===== config.mk =====
export PLATFORM = sky130hd
export DESIGN_NAME = set_reset_latch_bank
export DESIGN_NICKNAME = d
export VERILOG_FILES = /design/src/srlb_pkg.sv /design/src/set_reset_latch_bank.sv
export VERILOG_INCLUDE_DIRS = /design/src
export SDC_FILE = /design/constraint.sdc
export NUM_CORES = 1
export LEC_CHECK = 0
export ABC_AREA = 1
export BUFFER_PORTS_ARGS = -buffer_cell sky130_fd_sc_hd__buf_4
export CAP_MARGIN = 20
export CORE_MARGIN = 3
export CORE_UTILIZATION = 47
export CTS_CLUSTER_SIZE = 25
export DETAILED_ROUTE_END_ITERATION = 8
export MAX_ROUTING_LAYER = met4
export PLACE_DENSITY = 0.84
export REMOVE_ABC_BUFFERS = 1
export SETUP_SLACK_MARGIN = 0.2
export SYNTH_ARGS = -nofsm -noshare
export SYNTH_HDL_FRONTEND = slang
export SYNTH_SLANG_ARGS = --single-unit
export TNS_END_PERCENT = 5

===== constraint.sdc =====
create_clock -name mclk -period 1.45 [get_ports mclk]
set_clock_uncertainty 0.05 [all_clocks]
set_input_delay 0.0725 -clock mclk [delete_from_list [all_inputs] [get_ports mclk]]
set_output_delay 0.0725 -clock mclk [all_outputs]
set_load 0.03 [all_outputs]

===== src/srlb_consts.svh =====
// Constants for the set-reset latch bank.
// Assumes inclusion by bare name from design files.
`ifndef SRLB_CONSTS_SVH
`define SRLB_CONSTS_SVH
`define SRLB_CHANNELS 8
`define SRLB_RESET_CANCEL 1'h0
`define SRLB_RESET_CLEAR 1'h1
`define SRLB_OUT_RESET 8'h00
`endif


===== src/srlb_pkg.sv =====
// Types for the set-reset latch bank.
// Assumes srlb_consts.svh is on the include path.
`include "srlb_consts.svh"
package srlb_pkg;
    typedef logic [`SRLB_CHANNELS-1:0] srlb_vec_t;
    // Latch inputs travel together
    typedef struct packed {
        srlb_vec_t setIn;
        srlb_vec_t resetIn;
    } srlb_drive_t;
    // Nonvolatile store handshake phases
    typedef enum logic [1:0] {
        SRLB_RESTORE = 2'b00,
        SRLB_RUN = 2'b01
    } srlb_phase_t;
endpackage


===== src/set_reset_latch_bank.sv =====
// Eight set-dominant set-reset latches with nonvolatile state.
// Assumes a nonvolatile store outside that returns the saved image after power-up.
// Assumes clear settings arrive as one-cycle pulses from the settings logic.
//
// Function
// RQ1: Eight independent latches, no cross coupling.
// RQ2: Set and reset both high gives 1.
// RQ3: Both inputs low keeps stored value.
// RQ4: Reset alone clears output to 0.
// RQ5: Set alone drives output to 1.
// RQ6: State saved to and restored from nonvolatile.
// RQ7: Per-channel reset setting clears only that channel.
// RQ8: Unconnected inputs are tied to 0.
// RQ9: Setting clear is one event, set blocks it.
`timescale 1ns/1ps
`include "srlb_consts.svh"
module set_reset_latch_bank (
    // Clock and reset
    input wire logic mclk,
    input wire logic resetn,
    // Latch inputs, tie unused bits to 0
    input wire srlb_pkg::srlb_drive_t drive,
    // Operator clear setting, one pulse per command
    input wire srlb_pkg::srlb_vec_t clearCmd,
    // Nonvolatile store
    input wire logic nvValid,
    input wire srlb_pkg::srlb_vec_t nvData,
    output logic nvWrite,
    output srlb_pkg::srlb_vec_t nvWriteData,
    // Latch outputs
    output srlb_pkg::srlb_vec_t latchOut
);
    // ----------------------------------------
    // Restore phase
    // ----------------------------------------
    srlb_pkg::srlb_phase_t phase_q;
    srlb_pkg::srlb_vec_t out_q;
    srlb_pkg::srlb_vec_t out_d;

    function automatic logic next_bit(input logic s, input logic r, input logic c, input logic q);
        // Set wins over both reset sources
        if (s)
            next_bit = 1'b1; // [RQ2] [RQ5] [RQ9]
        else if (r || c)
            next_bit = 1'b0; // [RQ4] [RQ7]
        else
            next_bit = q; // [RQ3]
    endfunction

    // Clear setting decode, shared by the latch and its checks
    function automatic logic clear_hit(input logic c);
        clear_hit = (c == `SRLB_RESET_CLEAR); // [RQ7]
    endfunction

    // Outputs stay cleared until the image is back, so no half state leaks out
    always_ff @(posedge mclk)
    begin
        if (!resetn)
            phase_q <= srlb_pkg::SRLB_RESTORE;
        else if (nvValid)
            phase_q <= srlb_pkg::SRLB_RUN;
    end

    // ----------------------------------------
    // Latch array
    // ----------------------------------------
    genvar i;
    generate
        for (i = 0; i < `SRLB_CHANNELS; i++)
        begin : gCh
            // Each bit sees only its own inputs
            assign out_d[i] = next_bit(drive.setIn[i], drive.resetIn[i],
                                       clear_hit(clearCmd[i]), out_q[i]); // [RQ1] [RQ8]
        end
    endgenerate

    always_ff @(posedge mclk)
    begin
        if (!resetn)
            out_q <= `SRLB_OUT_RESET;
        else
        begin
            case (phase_q)
                srlb_pkg::SRLB_RESTORE:
                begin
                    // Inputs are ignored until the saved image is back
                    if (nvValid)
                        out_q <= nvData; // [RQ6]
                end
                srlb_pkg::SRLB_RUN: out_q <= out_d;
                default: out_q <= `SRLB_OUT_RESET;
            endcase
        end
    end

    // ----------------------------------------
    // Store write-back
    // ----------------------------------------
    // Write only on change to spare store endurance
    // Image and pulse leave together so the store never takes a torn word
    always_ff @(posedge mclk)
    begin
        if (!resetn)
        begin
            nvWrite <= 1'b0;
            nvWriteData <= `SRLB_OUT_RESET;
        end
        else
        begin
            nvWrite <= (phase_q == srlb_pkg::SRLB_RUN) && (out_d != out_q); // [RQ6]
            nvWriteData <= out_d;
        end
    end

    assign latchOut = out_q;

    // ----------------------------------------
    // Checks
    // ----------------------------------------
    // Latch checks wait for run mode; restore has its own set below
    logic running;
    assign running = (phase_q == srlb_pkg::SRLB_RUN);

    generate
        for (i = 0; i < `SRLB_CHANNELS; i++)
        begin : gChk

        end
    endgenerate
endmodule // set_reset_latch_bank


; After elaboration in Yosys (flattened, before gate mapping)
; Index checks and enable logic that the tools add are counted.
[classes]
n_eq_ne = 2
muxes = 18
n_reduce_logical = 10
[op_table]
columns = op, n
row1 = $mux W1, 16
row2 = $pmux W8 S2, 1
row3 = $logic_or A1 B1 Y1, 8
row4 = $mux W8, 1
row5 = $ne A8 B8 Y1, 1
row6 = $logic_not A2 Y1, 1
row7 = $ne A2 B2 Y1 const B, 1
row8 = $logic_and A1 B1 Y1, 1
[totals]
ff_bits = 18
inputBits = 35
word_cells = 34

; Longest topological paths before layout
[depth]
word_depth = 5
mapped_depth = 8
ltp_nobuf = 8

; Least setup slack after synthesis
; No wires, ideal clock.
[synth_timing]
path_type = register to register
start = reg out_q[7] (netlist: latchOut[7])
end = reg nvWrite
setup_time_ns = 0.120
arrival_ns = 0.998
path_slack_ns = 0.282
stages_incl_launch_ff = 8
path_buffers = 0
period_less_slack_ns = 1.168
path_cell_list = dfxtp_1 > inv_1 > nand2_1 > nand2_1 > nor2_1 > nand2_1 > nor2_1 > nor2_1
[synth_between]
elab_chain_len = 4
[synth_rtl]
columns = element, line
row1 = from (decl), set_reset_latch_bank.sv:37  ; srlb_pkg::srlb_vec_t out_q;
row2 = from (signal assigned), set_reset_latch_bank.sv:80  ; out_q <= `SRLB_OUT_RESET;
row3 = from (signal assigned), set_reset_latch_bank.sv:88  ; out_q <= nvData;
row4 = from (signal assigned), set_reset_latch_bank.sv:90  ; srlb_pkg::SRLB_RUN: out_q <= out_d;
row5 = $mux W1, set_reset_latch_bank.sv:44  ; else if (r || c)
row6 = $mux W1, set_reset_latch_bank.sv:42  ; if (s)
row7 = $ne A8 B8 Y1 (*), set_reset_latch_bank.sv:110  ; nvWrite <= (phase_q == srlb_pkg::SRLB_RUN) && (out_d != out_q);
row8 = $logic_and A1 B1 Y1 (*), set_reset_latch_bank.sv:110
row9 = to (signal assigned), set_reset_latch_bank.sv:110
row10 = to (decl), set_reset_latch_bank.sv:28  ; output logic nvWrite,
; Every way passes the cells marked *; elsewhere a longest branch is shown, timed or not.
; A chain may end at the register's enable or synchronous reset.

; Worst setup path after layout
[layout_timing]
start = reg phase_q[0]
end = reg out_q[5] (netlist: latchOut[5])
[layout_between]
elab_chain_len = 2
word_cells_on_any_way = 3
classes_between = eq/ne (1) / mux (1) / reduce/logical (1)
[layout_rtl]
columns = element, line
row1 = from (decl), set_reset_latch_bank.sv:36  ; srlb_pkg::srlb_phase_t phase_q;
row2 = from (signal assigned), set_reset_latch_bank.sv:59  ; phase_q <= srlb_pkg::SRLB_RESTORE;
row3 = from (signal assigned), set_reset_latch_bank.sv:61  ; phase_q <= srlb_pkg::SRLB_RUN;
row4 = $logic_not A2 Y1, set_reset_latch_bank.sv:83  ; case (phase_q)
row5 = $pmux W8 S2 or $ne A2 B2 Y1 (tied branches), --
row6 = to (signal assigned), set_reset_latch_bank.sv:88
row7 = to (signal assigned), set_reset_latch_bank.sv:90
row8 = to (signal assigned), set_reset_latch_bank.sv:91  ; default: out_q <= `SRLB_OUT_RESET;
; Parallel ways exist; a longest one is shown, timed or not.

==> results.yml <==
power:
  powerDensity_nw_per_um2: 842
  vdd_ir_drop_max_mv: 0.661
  p_sw_uw: 375
  internal_power_uw: 849
  p_sw_frac: 0.306
  p_leak_nw: 0.791
  pwr-share-clk: 0.252
  p_comb_frac: 0.295
  pwr-share-seq: 0.452
synthesis:
  async_reset_ff_frac: 0
  synth-edff-count: 0
  yosysTopAreaCell: "dfxtp_1"
  ys_top_cells_by_count: "nand2_1, inv_1, dfxtp_1"
  synthFlopType: "dfxtp_1"
  yosysMostFrequentCell: "nand2_1"
  yosysWarnings: 0
  ys_types: 14
  synth_top_area_frac: 0.378
  netlist_area_um2: 953
  netlist_top_cells_area: "dfxtp_1, nand2_1, inv_1"
  netlist_instances: 144
  synth.avg_cell_area_um2: 6.62
  ys_seq_area_frac: 0.378
  postSynthRegisterBits: 18
global_routing:
  overflow: 0
  grt.busiest_layer: "met2"
  grt_pass1_vias: 959
  grt_max_degree: 11
  antenna_found_initial: 0
  grt.met3_usage: 0.0321
  use_met2: 0.339
  grt_pass1_wl_mm: 3.90
  use_met1: 0.233
  grt_usage: 0.199
clock_tree:
  cts_tree: "yes"
  clk_pin_slew_ps: 100
  cts_inserted_buffers: 3
  clkSinkCount: 18
  cts_htree_levels: 1
  cts_buffer_depth: 2
  root_buffer: "clkbuf_4"
  insertion_delay_ps: 300
  post_cts_buffers: 0
sta:
  hold_viol_final: 0
  fin_crit_ps: 1120
  finalSetupTns_ps: 0
  drv_slew: 0
  rsz0062_at_grt: "false"
  finalCritPeriodShare: 0.776
  slew_headroom: 0.812
  fmaxAchievable_mhz: 889
  setup_violations: 0
  worst_pin_slew_ps: 280
  fin_hold_ws_ps: 9.51
worst_setup_path:
  setup.worst_path.class: "flop to flop"
  critical_path.slowest_cell: "or2_2"
  critPathMaxFanout: 9
  critPathBufInv: 0
  cp_cell_sequence: "or2_2 -> o21ai_2 -> nand2_1 -> o21ai_0"
  worstPathRequired_ps: 1630
  crit_family: "simple AND/OR/NAND/NOR gates"
  slowest_delay_ps: 410
  arrival_ps: 1310
  worst_setup_path_start_kind: "flop"
  endpoint_kind: "flop"
floorplan:
  die_w_um: 51.0
  coreArea_um2: 1820
  rows: 15
  initial_core_util: 0.524
  die-area_um2: 2610
  die_height_um: 51.0
  num_io_pins: 52
routing:
  drt_iter0_markers: 16
  detail-route-antenna-nets: 0
  drt_wl_total_mm: 2.40
  wl_per_cell_um: 10.5
  detail_route.first_pass.iterations: 4
  drc: 0
  via_count: 1086
  viasPerCell: 4.74
run_status:
  status: "finished clean"
layout:
  layout.cells.non_filler: 229
  nets: 240
  drive_above_1_share: 0.314
  final_util: 0.799
  syn_to_final_growth_pct: 52.5
  antenna_cells: 0
placed_design:
  gp_congestion: 0.773
  detailed_place_hpwl_mm: 1.89
  portBuffers: 51
  numPlacedInstances: 217
hold_path:
  min_path_type: "input pin to flop"
job:
  maxCapViolCount: 0
-- sequential cells by signal, indices dropped and copies added, names as in the netlist --
name,flops
phase_q,1
nvWriteData,8
latchOut,8
nvWrite,1
-- tightest hold or removal path, delay by kind of cell --
family / cells / cell delay [ps]
and+or+nand+nor: 1 / 60
buffers and inverters: 1 / 140
AOI/OAI and AO/OA: 1 / 50
-- power by group through the flow --
stage / registers, mW / clock network, mW / logic, mW
6_report: 0.553 / 0.309 / 0.362
5_1_grt: 0.558 / 0.336 / 0.394
4_1_cts: 0.553 / 0.319 / 0.363
3_5_place_dp: 0.564 / 0 / 0.345
3_3_place_gp: 0.562 / 0 / 0.338
2_1_floorplan: 0.628 / 0 / 0.122
-- layout by cell type (no fill, tap or decap) --
cell,netlist,final
buf_4,1,51
nand2_1,35,35
inv_1,31,31
dfxtp_1,18,18
nor2_1,15,15
nand3_1,12,12
o21ai_2,8,8
o21ai_0,8,8
dlygate4sd3_1,0,8
a31oi_1,7,7
nand3b_1,4,4
clkbuf_4,0,3
clkinv_1,1,1
or2_2,0,1
a21oi_1,1,1
clkbuf_8,0,1
-- timing repair --
item                                    CTS  global route
endpoints found under the hold margin     9             0
endpoints found under the setup margin    0             1
hold buffers                              8             0
gates resized for setup                   0             1
-- cell type report --
class / count / area (um^2)
Multi-Input combinational cell: 91 / 443
Fill cell: 124 / 367
Inverter: 32 / 120
Tap cell: 25 / 31.3
Sequential cell: 18 / 360
Clock buffer: 4 / 36.3
Timing Repair Buffer: 59 / 463
-- path summary, 6_finish.rpt --
path	start	to	slack [ps]	cells after the start
hold reg to reg	latchOut[7]	nvWriteData[7]	530	2
hold / removal	resetn	latchOut[7]	10	3
setup / recovery	phase_q[0]	latchOut[5]	330	4
setup reg to reg	phase_q[0]	latchOut[5]	330	4
-- stage by stage --
step / cell area, um^2 / setup WS (ps) / power, mW
finish: 1450 / 325 / 1.22
global route: 1450 / 223 / 1.29
CTS: 1450 / 317 / 1.23
detailed placement: 1340 / 343 / 0.909
global placement: 1340 / 367 / 0.900
floorplan: 923 / 282 / 0.750
-- logic make-up after synthesis --
kind of cell    count (synthesis)  synth area share
buf+inv                        35             0.157
compound gates                 24             0.167
simple gates                   67             0.298
flops                          18             0.378
-- metal layers --
layer | part of all wire | vias up
li1 | - | 567
met1 | 0.41 | 464
met2 | 0.46 | 50
met3 | 0.11 | 5
met4 | 0.018 | 0
met5 | 0 | -
Note: power is estimated with default switching activity, not from simulation.
